`src/rtl/prc_defines.svh`:
```
// Purpose: constants of the pump remote contact block
// Assumes: pclk at 10 MHz
// Notes: times kept in ms, cycle counts derived from them
`ifndef PRC_DEFINES_SVH
`define PRC_DEFINES_SVH
// Clock rate in kHz
`define PRC_CLK_KHZ 10000
// Power-up settle, mains interruption limit, contact debounce
`define PRC_POWERUP_MS 6000
`define PRC_PFAIL_MS 1000
`define PRC_DEBOUNCE_MS 1
`define PRC_POWERUP_CYC (`PRC_POWERUP_MS * `PRC_CLK_KHZ)
`define PRC_PFAIL_CYC (`PRC_PFAIL_MS * `PRC_CLK_KHZ)
`define PRC_DEBOUNCE_CYC (`PRC_DEBOUNCE_MS * `PRC_CLK_KHZ)
// Register byte offsets
`define PRC_OFF_CFG 8'h00
`define PRC_OFF_CMD 8'h04
`define PRC_OFF_STAT 8'h08
`define PRC_OFF_RCNT 8'h0C
// Configuration field positions and reset value
`define PRC_CFG_ALLMODE 0
`define PRC_CFG_POL_ALM 1
`define PRC_CFG_POL_WRN 2
`define PRC_CFG_POL_REM 3
`define PRC_CFG_RST 4'hE
// Command field positions
`define PRC_CMD_START 0
`define PRC_CMD_STOP 1
`endif

```
`src/rtl/prc_pkg.sv`:
```
// Purpose: types of the pump remote contact block
// Assumes: nothing
// Notes: contacts are low when shorted to ground
package prc_pkg;
  // Pump sequencing states
  typedef enum logic [2:0] {ST_IDLE, ST_ACCEL, ST_RUN, ST_BRAKE,
    ST_PFAIL} prc_state_t;
  // One changeover relay: make and break contact, 1 = closed
  typedef struct packed {
    logic make;
    logic brk;
  } prc_pair_t;
  // All relay outputs
  typedef struct packed {
    prc_pair_t rotor_turning_out;
    prc_pair_t at_speed;
    prc_pair_t accel;
    prc_pair_t brake;
    prc_pair_t remote;
    prc_pair_t alarm;
    prc_pair_t warning;
  } prc_relays_t;
  // Contact inputs, active low
  typedef struct packed {
    logic start_n;
    logic stop_n;
    logic reset_n;
    logic low_n;
  } prc_contacts_t;
endpackage

```
`src/rtl/prc_remote_io.sv`:
```
// Purpose: remote contact inputs and relay outputs of a pump controller
// Assumes: contacts asynchronous to pclk; APB register access
// Notes: relay outputs stay de-energised until the power-up delay ends
`timescale 1ns/1ns
`include "prc_defines.svh"
module prc_remote_io
  import prc_pkg::*;
#(
  parameter int POWERUP_CYC = `PRC_POWERUP_CYC,
  parameter int PFAIL_CYC = `PRC_PFAIL_CYC,
  parameter int DEB_CYC = `PRC_DEBOUNCE_CYC
)
(
  input wire logic pclk,
  input wire logic presetn,
  input wire logic [7:0] paddr,
  input wire logic psel,
  input wire logic penable,
  input wire logic pwrite,
  input wire logic [31:0] pwdata,
  output logic [31:0] prdata,
  output logic pready,
  output logic pslverr,
  input wire prc_contacts_t contacts,
  input wire logic panel_remote,
  input wire logic local_start,
  input wire logic local_stop,
  input wire logic rotor_turning,
  input wire logic rotor_at_speed,
  input wire logic mains_ok,
  input wire logic fault_active,
  input wire logic warning_active,
  output prc_relays_t relays,
  output logic motor_accel,
  output logic motor_brake,
  output logic motor_low_speed,
  output logic fault_reset,
  output logic regen_brake
);

////////////////////////////////////////////////////////////////////////
// Contact conditioning

logic [3:0] sync1_r; // First stage, read only by second
logic [3:0] sync2_r; // Second stage
logic [3:0] deb; // Debounced levels, 1 = open

// Two-flop synchroniser, open contacts at reset
always_ff @(posedge pclk or negedge presetn)
begin
  if (!presetn)
  begin
    sync1_r <= 4'hF;
    sync2_r <= 4'hF;
  end
  else
  begin
    sync1_r <= contacts;
    sync2_r <= sync1_r;
  end
end

genvar gi;
generate
  for (gi = 0; gi < 4; gi++)
  begin : g_deb
    logic [31:0] cnt_r; // Stable-time counter
    logic stable_r; // Accepted level
    // Level must hold a full debounce time to be accepted
    always_ff @(posedge pclk or negedge presetn)
    begin
      if (!presetn)
      begin
        cnt_r <= 32'h0;
        stable_r <= 1'b1;
      end
      else if (sync2_r[gi] == stable_r)
        cnt_r <= 32'h0;
      else if (cnt_r >= 32'(DEB_CYC - 1))
      begin
        stable_r <= sync2_r[gi];
        cnt_r <= 32'h0;
      end
      else
        cnt_r <= cnt_r + 32'h1;
    end
    assign deb[gi] = stable_r;
  end
endgenerate

logic start_cl; // Start shorted
logic stop_open; // Stop open, fail-safe request
logic reset_cl; // Reset shorted
logic low_cl; // Reduced speed shorted
assign start_cl = ~deb[3];
assign stop_open = deb[2];
assign reset_cl = ~deb[1];
assign low_cl = ~deb[0];

////////////////////////////////////////////////////////////////////////
// Register interface

logic [3:0] cfg_r; // Configuration
logic [15:0] rcnt_r; // Reset closures seen
logic pready_r;
logic pslverr_r;
logic [31:0] prdata_r;
logic wr_acc; // Write in access phase
logic ser_start; // Serial start command pulse
logic ser_stop; // Serial stop command pulse
logic addr_ok; // Address decodes
logic [31:0] rd_val; // Read mux

prc_state_t state_r;
logic alarm_r;
logic run_req_r;
logic pwr_ok_r;

assign addr_ok = (paddr == `PRC_OFF_CFG) || (paddr == `PRC_OFF_CMD) ||
  (paddr == `PRC_OFF_STAT) || (paddr == `PRC_OFF_RCNT);
assign wr_acc = psel && penable && pwrite && pready_r;
assign ser_start = wr_acc && (paddr == `PRC_OFF_CMD) &&
  pwdata[`PRC_CMD_START];
assign ser_stop = wr_acc && (paddr == `PRC_OFF_CMD) &&
  pwdata[`PRC_CMD_STOP];

// Read mux, unmapped and command words read zero
always_comb
begin
  rd_val = 32'h0;
  unique case (paddr)
    `PRC_OFF_CFG: rd_val = {28'h0, cfg_r};
    `PRC_OFF_STAT: rd_val = {24'h0, mains_ok, pwr_ok_r, alarm_r,
      run_req_r, 1'b0, state_r};
    `PRC_OFF_RCNT: rd_val = {16'h0, rcnt_r};
    default: rd_val = 32'h0;
  endcase
end

// Zero-wait slave: answer ready in the first access cycle
always_ff @(posedge pclk or negedge presetn)
begin
  if (!presetn)
  begin
    pready_r <= 1'b0;
    pslverr_r <= 1'b0;
    prdata_r <= 32'h0;
  end
  else
  begin
    pready_r <= psel && !penable;
    pslverr_r <= psel && !penable && !addr_ok;
    if (psel && !penable && !pwrite)
      prdata_r <= rd_val;
  end
end

// Configuration word selects signal behaviour
always_ff @(posedge pclk or negedge presetn)
begin
  if (!presetn)
    cfg_r <= `PRC_CFG_RST;
  else if (wr_acc && paddr == `PRC_OFF_CFG)
    cfg_r <= pwdata[3:0];
end

////////////////////////////////////////////////////////////////////////
// Power-up delay and reset contact

logic [31:0] pu_cnt_r; // Power-up timer
logic reset_cl_d_r; // Previous reset level
logic rst_edge; // Closing edge of reset contact

// Relay outputs are held invalid until the controller has settled
always_ff @(posedge pclk or negedge presetn)
begin
  if (!presetn)
  begin
    pu_cnt_r <= 32'h0;
    pwr_ok_r <= 1'b0;
  end
  else if (!pwr_ok_r)
  begin
    pu_cnt_r <= pu_cnt_r + 32'h1;
    pwr_ok_r <= pu_cnt_r >= 32'(POWERUP_CYC - 1);
  end
end

assign rst_edge = reset_cl && !reset_cl_d_r;

// One pulse and one count per closure; holding it gives nothing more
always_ff @(posedge pclk or negedge presetn)
begin
  if (!presetn)
  begin
    reset_cl_d_r <= 1'b0;
    fault_reset <= 1'b0;
    rcnt_r <= 16'h0;
  end
  else
  begin
    reset_cl_d_r <= reset_cl;
    fault_reset <= rst_edge;
    if (rst_edge)
      rcnt_r <= rcnt_r + 16'h1;
  end
end

// Alarm latch; a new fault wins over a reset in the same cycle
always_ff @(posedge pclk or negedge presetn)
begin
  if (!presetn)
    alarm_r <= 1'b0;
  else if (fault_active)
    alarm_r <= 1'b1;
  else if (fault_reset)
    alarm_r <= 1'b0;
end

////////////////////////////////////////////////////////////////////////
// Run request

logic remote_avail; // Remote mode selected and settled
logic stop_eff; // Stop contact is honoured now
logic run_set;
logic run_clr;
logic [31:0] pf_cnt_r; // Outage timer
logic pf_long; // Outage beyond the ride-through limit

assign remote_avail = panel_remote && pwr_ok_r;
// Stop acts in remote, or outside remote too (local and serial) when interlock is set
assign stop_eff = stop_open && (remote_avail ||
  (cfg_r[`PRC_CFG_ALLMODE] && !panel_remote));
// Remote mode ignores local switches and serial commands
assign run_set = panel_remote ? (remote_avail && start_cl)
  : (local_start || ser_start);
assign run_clr = stop_eff || alarm_r || pf_long ||
  (!panel_remote && (local_stop || ser_stop));
assign pf_long = (state_r == ST_PFAIL) &&
  (pf_cnt_r >= 32'(PFAIL_CYC - 1));

// Clear has priority so a stop always beats a start
always_ff @(posedge pclk or negedge presetn)
begin
  if (!presetn)
    run_req_r <= 1'b0;
  else if (run_clr)
    run_req_r <= 1'b0;
  else if (run_set)
    run_req_r <= 1'b1;
end

////////////////////////////////////////////////////////////////////////
// Pump sequencing

prc_state_t state_nxt;
logic run_go; // Request not blocked by alarm

assign run_go = run_req_r && !alarm_r;

// Next state; mains loss overrides everything
always_comb
begin
  state_nxt = state_r;
  if (!mains_ok)
    state_nxt = ST_PFAIL;
  else
  begin
    unique case (state_r)
      ST_IDLE:
        if (run_go)
          state_nxt = ST_ACCEL;
      ST_ACCEL:
        if (!run_go)
          state_nxt = ST_BRAKE;
        else if (rotor_at_speed)
          state_nxt = ST_RUN;
      ST_RUN:
        if (!run_go)
          state_nxt = ST_BRAKE;
      ST_BRAKE:
        if (run_go)
          state_nxt = ST_ACCEL;
        else if (!rotor_turning)
          state_nxt = ST_IDLE;
      // Short outage: request kept, so running resumes
      ST_PFAIL:
        state_nxt = run_go ? ST_ACCEL : ST_BRAKE;
      default:
        state_nxt = ST_BRAKE;
    endcase
  end
end

// State register
always_ff @(posedge pclk or negedge presetn)
begin
  if (!presetn)
    state_r <= ST_IDLE;
  else
    state_r <= state_nxt;
end

// Outage timer; past the limit the run request is dropped
always_ff @(posedge pclk or negedge presetn)
begin
  if (!presetn)
    pf_cnt_r <= 32'h0;
  else if (state_r != ST_PFAIL)
    pf_cnt_r <= 32'h0;
  else if (!pf_long)
    pf_cnt_r <= pf_cnt_r + 32'h1;
end

// Motor commands; regenerated energy keeps the bearings levitated
always_ff @(posedge pclk or negedge presetn)
begin
  if (!presetn)
  begin
    motor_accel <= 1'b0;
    motor_brake <= 1'b0;
    motor_low_speed <= 1'b0;
    regen_brake <= 1'b0;
  end
  else
  begin
    motor_accel <= state_nxt == ST_ACCEL;
    motor_brake <= state_nxt == ST_BRAKE;
    motor_low_speed <= low_cl;
    regen_brake <= state_nxt == ST_PFAIL;
  end
end

////////////////////////////////////////////////////////////////////////
// Relay outputs

// Energised pair: make closed, break open; idle while settling
function automatic prc_pair_t pair_of(input logic act, input logic ok);
  pair_of = {act && ok, !(act && ok)};
endfunction

logic alm_act; // Alarm relay drive after polarity
logic wrn_act; // Warning relay drive after polarity
logic rem_act; // Remote relay drive after polarity

// Native polarity energises on the event; the other on health
assign alm_act = cfg_r[`PRC_CFG_POL_ALM] ? alarm_r : !alarm_r;
assign wrn_act = cfg_r[`PRC_CFG_POL_WRN] ? warning_active
  : !warning_active;
// Native remote relay drops during regenerative braking
assign rem_act = remote_avail && !(cfg_r[`PRC_CFG_POL_REM] &&
  state_r == ST_PFAIL);

// All relays registered, de-energised until power-up ends
always_ff @(posedge pclk or negedge presetn)
begin
  if (!presetn)
    relays <= prc_relays_t'(14'h1555);
  else
  begin
    relays.rotor_turning_out <= pair_of(rotor_turning, pwr_ok_r);
    relays.at_speed <= pair_of(rotor_at_speed, pwr_ok_r);
    relays.accel <= pair_of(state_r == ST_ACCEL, pwr_ok_r);
    relays.brake <= pair_of(state_r == ST_BRAKE ||
      state_r == ST_PFAIL, pwr_ok_r);
    relays.remote <= pair_of(rem_act, pwr_ok_r);
    relays.alarm <= pair_of(alm_act, pwr_ok_r);
    relays.warning <= pair_of(wrn_act, pwr_ok_r);
  end
end

assign prdata = prdata_r;
assign pready = pready_r;
assign pslverr = pslverr_r;
endmodule

```
`config.mk`:
```
export PLATFORM = sky130hd
export DESIGN_NAME = prc_remote_io
export DESIGN_NICKNAME = d
export VERILOG_FILES = /design/src/rtl/prc_pkg.sv /design/src/rtl/prc_remote_io.sv
export VERILOG_INCLUDE_DIRS = /design/src /design/src/rtl
export SDC_FILE = /design/constraint.sdc
export NUM_CORES = 1
export LEC_CHECK = 0
export BUFFER_PORTS_ARGS = -buffer_cell sky130_fd_sc_hd__buf_2
export CAP_MARGIN = 20
export CORE_MARGIN = 1
export CORE_UTILIZATION = 35
export CTS_CLUSTER_SIZE = 16
export DETAILED_ROUTE_END_ITERATION = 8
export PLACE_DENSITY_LB_ADDON = 0.05
export SLEW_MARGIN = 20
export SYNTH_ARGS = -nofsm -noshare
export SYNTH_HDL_FRONTEND = slang
export SYNTH_SLANG_ARGS = --single-unit
```
`constraint.sdc`:
```
create_clock -name pclk -period 5.5 [get_ports pclk]
set_input_delay 1.1 -clock pclk [delete_from_list [all_inputs] [get_ports pclk]]
set_output_delay 1.1 -clock pclk [all_outputs]
set_load 0.02 [all_outputs]
```
-- Yosys cells after proc, flatten, opt, wreduce, memory -nomap -nowiden
Cells that the tools add are included.
- order comparisons: 6
- multiplexer cells: 28
- $add $sub $neg: 7
- equality and inequality tests: 16
- bitwise operators: 7
- reductions and logical operators: 60
- operator list (cell ; count):
    32-bit two-way mux ; 10
    32-bit by 1-bit adder with 32-bit output (second input constant) ; 6
    32-bit by 14-bit greater-or-equal comparator with 1-bit output (second input constant) ; 4
    16-bit one-hot mux with 3 select lines ; 1
    32-bit by 24-bit greater-or-equal comparator with 1-bit output (second input constant) ; 1
    32-bit by 26-bit greater-or-equal comparator with 1-bit output (second input constant) ; 1
    1-bit logical AND ; 27
    3-bit two-way mux ; 7
    16-bit by 1-bit adder with 16-bit output (second input constant) ; 1
    8-bit by 4-bit equality test with 1-bit output (second input constant) ; 2
    1-bit zero test ; 15
    3-bit one-hot mux with 5 select lines ; 1
    1-bit logical OR ; 10
    3-bit by 2-bit equality test with 1-bit output (second input constant) ; 3
    8-bit by 3-bit equality test with 1-bit output (second input constant) ; 1
    8-bit zero test ; 1
    1-bit two-way mux ; 8
    2-bit AND reduction ; 4
    1-bit inverter ; 7
    3-bit by 1-bit equality test with 1-bit output (second input constant) ; 2
    3-bit equality test (second input constant) ; 2
    1-bit equality test ; 4
    2-bit nonzero test ; 2
    3-bit zero test ; 1
    3 further kinds ; 3
- input port bits: 57
- register bits after elaboration: 284
- word-level logic and storage cells: 165
- output and inout bits: 53

-- Depth between registers and ports, before layout
- depth in word-level cells: 9
- depth in mapped cells: 8
- depth with buffers taken out: 6

-- Worst setup path after synthesis
No wires, ideal clock.
- kind: in2reg
- start: in psel
- end: reg prdata_r[10], in the netlist prdata[10]
- setup slack: 3.255 ns
- stages: 7
- library setup time: 0.121 ns
- path buffers: 2
- data required time: 5.379 ns
- arrival time: 2.124 ns
- cells stage by stage: nor2b_1 > nand2b_1 > clkbuf_1 > nor2_1 > and3_1 > clkbuf_1 > a22o_1
- word-level cells in the longest chain between the ends: 2
- RTL lines (item ; line ; source):
    from (decl) ; prc_remote_io.sv:17 ; input wire logic psel,
    1-bit logical AND (2 in series) ; prc_remote_io.sv:153 ; if (psel && !penable && !pwrite)
    to (signal assigned) ; prc_remote_io.sv:154 ; prdata_r <= rd_val;
    to (decl) ; prc_remote_io.sv:107 ; logic [31:0] prdata_r;
Every way passes these cells.
A chain may end at the register's enable or synchronous reset.

-- Worst setup path in the final report
- start: reg pf_cnt_r[22]
- end: reg run_req_r
- word-level cells in the longest chain between the ends: 5
- elaborated cells on any way between the ends: 6
- those cells by class: 1 x order compare; 1 x mux; 4 x reduce/logical
- RTL lines (item ; line ; source):
    from (decl) ; prc_remote_io.sv:227 ; logic [31:0] pf_cnt_r;
    from (signal assigned) ; prc_remote_io.sv:312 ; pf_cnt_r <= pf_cnt_r + 32'h1;
    32-bit by 24-bit greater-or-equal comparator with 1-bit output * ; prc_remote_io.sv:240 ; (pf_cnt_r >= 32'(PFAIL_CYC - 1));
    1-bit logical AND * ; prc_remote_io.sv:239 ; assign pf_long = (state_r == ST_PFAIL) &&
    1-bit logical OR * (2 in series) ; prc_remote_io.sv:237 ; assign run_clr = stop_eff || alarm_r || pf_long ||
    1-bit two-way mux or 2-bit nonzero test (tied branches) ; n/a ;
    to (signal assigned) ; prc_remote_io.sv:246 ; run_req_r <= 1'b0;
    to (signal assigned) ; prc_remote_io.sv:248 ; run_req_r <= 1'b0;
    to (signal assigned) ; prc_remote_io.sv:250 ; run_req_r <= 1'b1;
    to (decl) ; prc_remote_io.sv:116 ; logic run_req_r;
Every way passes the cells marked *; elsewhere a longest branch is shown, timed or not.

==> results.md <==
- Routed wl met3: 842 um
- Total wire length: ~21 mm
- Commonest cells after routing, fill and taps aside: dfrtp_1 (246), nor2_1 (99), conb_1 (88), nand2_1 (74), buf_2 (64)
- First-pass GRT wire length: around 36 mm
- Pin count of the biggest net entering global routing: 110
- Hold path start: sync1_r[2]
- H-tree levels: 1
- CP Max Fanout: 25
- Pre-CTS WS: between 2 and 3 ns
- Largest family of logic cells by synthesized area: simple AND/OR/NAND/NOR gates
- Die width: around 180 um
- Wl on met1: 10.6 mm
- Number of global-route vias before repair: between 6000 and 7000
- Mapped Cells: around 950
- Critical path class: register to register
- # setup viols final: 0
- Area share of fa/ha/maj cells after synthesis: less than 1%
- Setup TNS: 0 ns
- Pins Over Slew Limit: 0
- GRT Util Overall: 14.2%
- Hold path cells: 0
- Commonest non-fill, non-tap cell in the layout: dfrtp_1
- Area growth from synthesis to layout: 18.5%
- FFs w/ async S/R, synth: between 90% and 100%
- Flop-to-flop setup slack: approximately 2.7 ns
- Clk sink count: ~270
- Final period util: between 50% and 60%
- Clock Skews: roughly 0.016 ns
- Max-cap check violation count: 0
- Routability cong.: roughly 0.75
- Required @ worst endpoint: 5.93 ns
- Worst-margin pin slew: 0.971 ns
- Compound-Gate Fraction of Synth Area: 5.76%
- Worst-Skew Late Latency: about 0.56 ns
- CTS tree: done
- Cell taking the most area after synthesis: dfrtp_1
- Antenna-violating nets left: 0
- DR vias/cell: approximately 4.6
- Max transition margin: around a third
- Total gr overflow: 0
- Final hold viol count: 0
- Initial Util: a little over a third
- Core area: roughly 30000 sq um
- Top Layer Used: met4
- Power Total: 4230 uW
- Status: finished, final reports clean
- DRC: 0
- Ant diodes: 0
- Path category of the worst min-delay check: register to register
- Synth top area share: 56.5%
- Xor and xnor fraction of the mapped netlist area: 8.03%
- Clock-pin slew on the worst setup and hold paths: approximately 0.06 ns
- Fin cells: around 1500
- Placed Cells incl. Taps: 1464
- Synth top area cells: dfrtp_1 (56%), dfstp_2 (5.3%), xnor2_1 (4.7%), nor2_1 (3.4%), xor2_1 (3.4%)
- Share of cells above drive strength 1: 14.8%
- Worst r2r src: pf_cnt_r[22]
- Vias: between 6000 and 7000
- Power density over the cells: roughly 330 nW/um^2
- Worst r2r dst: run_req_r
- Starting DRT DRC Count: approximately 380
- Clock Path Buffers: 3
- Worst vdd ir: 0.229 mV
- Comb pwr share: around 3.7%
- Met2 routed WL: 9.36 mm
- CP Launch Type: register
- Resized cells post-CTS: 0
- Worst Path Arrival: 3.24 ns
- Clk pwr share: 47.2%
- Leak: between 0.005 and 0.006 uW
- Crit path capture type: register
- # IOs: 110
- Net Sw Power: around 950 uW
- Clk root buf: clkbuf_16
- Synthesized area per cell: 11.5 sq um
- Wire length per cell: ~14 um
- Sw Ratio: between 20 and 25%
- Synth Area in Simple Gates: 18.0%
- Post-DP HPWL: 14.2 mm
- Number of flops mapped to enable cells by yosys: 0
- Most used DFF post-synth: dfrtp_1
- Row count: between 60 and 70
- Internal: about 3300 uW
- Final Critical Period: between 2 and 3 ns
- Die area: between 30000 and 40000 sq um
- IO buf count: 65
- Number of library cell types mapped by synthesis: between 50 and 60
- Min-Delay Endpoint: sync2_r[2]
- Seq/Total Area, Yosys: approximately 62%
- First-pass DRT Iterations: 4
- RSZ-0062 raised after global routing: no
- Sequential power share: 49.1%
- Die Span Y: 178 um
- Final nets: roughly 1200
- R2r worst-path depth: 5
- Fraction of synthesized area in multiplexers: between 2 and 3%
- Yosys warns: 0
- #FFs+latches synth: 268
- CTS Hold Bufs: 0
- Post-CTS Setup Repair Bufs: 0
- Mapped Area: ~11000 sq um
- Total CTS buffers: 31
- Fmax: roughly 0.36 GHz
- Antenna violations before repair: 0
- Worst setup margin: about 2.7 ns
## cells in the mapped netlist, types with 2 or more instances
cell / number
a211o_1: 2
a211oi_1: 3
a21boi_0: 2
a21o_1: 2
a21oi_1: 23
a22o_1: 9
a31oi_1: 4
a41oi_1: 2
and2_1: 5
and3_1: 27
and4_1: 7
buf_4: 16
buf_6: 2
clkbuf_1: 17
dfrtp_1: 246
dfstp_2: 22
ha_1: 7
inv_1: 31
mux2_2: 10
mux2i_1: 17
nand2_1: 74
nand2b_1: 13
nand3_1: 55
nand3b_1: 3
nand4_1: 22
nor2_1: 99
nor2b_1: 3
nor3_1: 10
nor4_1: 30
o21ai_0: 19
o21ai_1: 5
o31ai_1: 14
or3_1: 7
or4_1: 15
or4_4: 2
xnor2_1: 58
xor2_1: 42
## worst max path at each step
stage	startpoint	endpoint	slack, ns	cells past startpoint
2_1_floorplan	psel	prdata[10]	3.25	7
3_3_place_gp	pf_cnt_r[22]	run_req_r	2.70	5
3_5_place_dp	pf_cnt_r[22]	run_req_r	2.72	5
4_1_cts	pf_cnt_r[16]	run_req_r	2.70	5
5_1_grt	pf_cnt_r[16]	run_req_r	2.50	5
6_report	pf_cnt_r[22]	run_req_r	2.70	5
## cell families (layout without fill, tap and decap cells)
| kind of cell | count (synthesis) | after routing |
|---|---|---|
| flops | 268 | 268 |
| simple gates | 380 | 380 |
| other cells | 1 | 88 |
| fa+ha+maj | 7 | 7 |
| xor+xnor | 100 | 100 |
| buf+inv | 68 | 162 |
| compound gates | 94 | 94 |
| mux | 27 | 27 |
## worst max-delay path, cell delays in order (launching register included)
cell	delay, ns
dfrtp_1	0.42
or4b_4	0.58
nor4_4	0.40
nor3b_4	0.82
o21ai_1	0.27
o311a_1	0.18
## routing by layer
| metal | global-route usage (%) | up-vias |
|---|---|---|
| li1 | - | 3502 |
| met1 | 20.3 | 3347 |
| met2 | 21.8 | 90 |
| met3 | 2.34 | 39 |
| met4 | 4.63 | 0 |
| met5 | 0 | - |
## stage by stage
step           utilization (%)  hold slack [ns]  instance area, sq um
6_report                  42.2            0.356                 12900
5_1_grt                   42.2            0.356                 12900
3_3_place_gp              38.9            0.354                 11900
2_1_floorplan                -            0.345                 11200
4_1_cts                   42.2            0.358                 12900
3_5_place_dp              38.9            0.350                 11900
## final cells by class
class | count | area (sq um)
fillers | 2981 | 17700
flip-flops and latches | 268 | 6730
multi-input cells | 696 | 4160
clock buffers | 44 | 905
well taps | 396 | 495
repair buffers | 73 | 395
inverters | 31 | 116
clock inverters | 14 | 110
## registers in the layout (all words and copies together), names as in the netlist, 3 cells and up
| signal | cells |
|---|---|
| sync2_r | 4 |
| cfg_r | 4 |
| pu_cnt_r | 32 |
| relays | 14 |
| pf_cnt_r | 32 |
| rcnt_r | 16 |
| state_r | 3 |
| g_deb.stable_r | 4 |
| g_deb.cnt_r | 128 |
| prdata | 16 |
| sync1_r | 4 |
## power groups by stage
| stage | registers, uW | logic, uW | clock network [uW] |
|---|---|---|---|
| after CTS | 2080 | 162 | 2080 |
| after global routing | 2090 | 184 | 2150 |
| final | 2080 | 156 | 2000 |
| after floorplan | 2100 | 92.5 | 0 |
| after detailed placement | 2110 | 161 | 0 |
| after global placement | 2110 | 161 | 0 |
No activity file was read; power rests on OpenSTA's default activity.
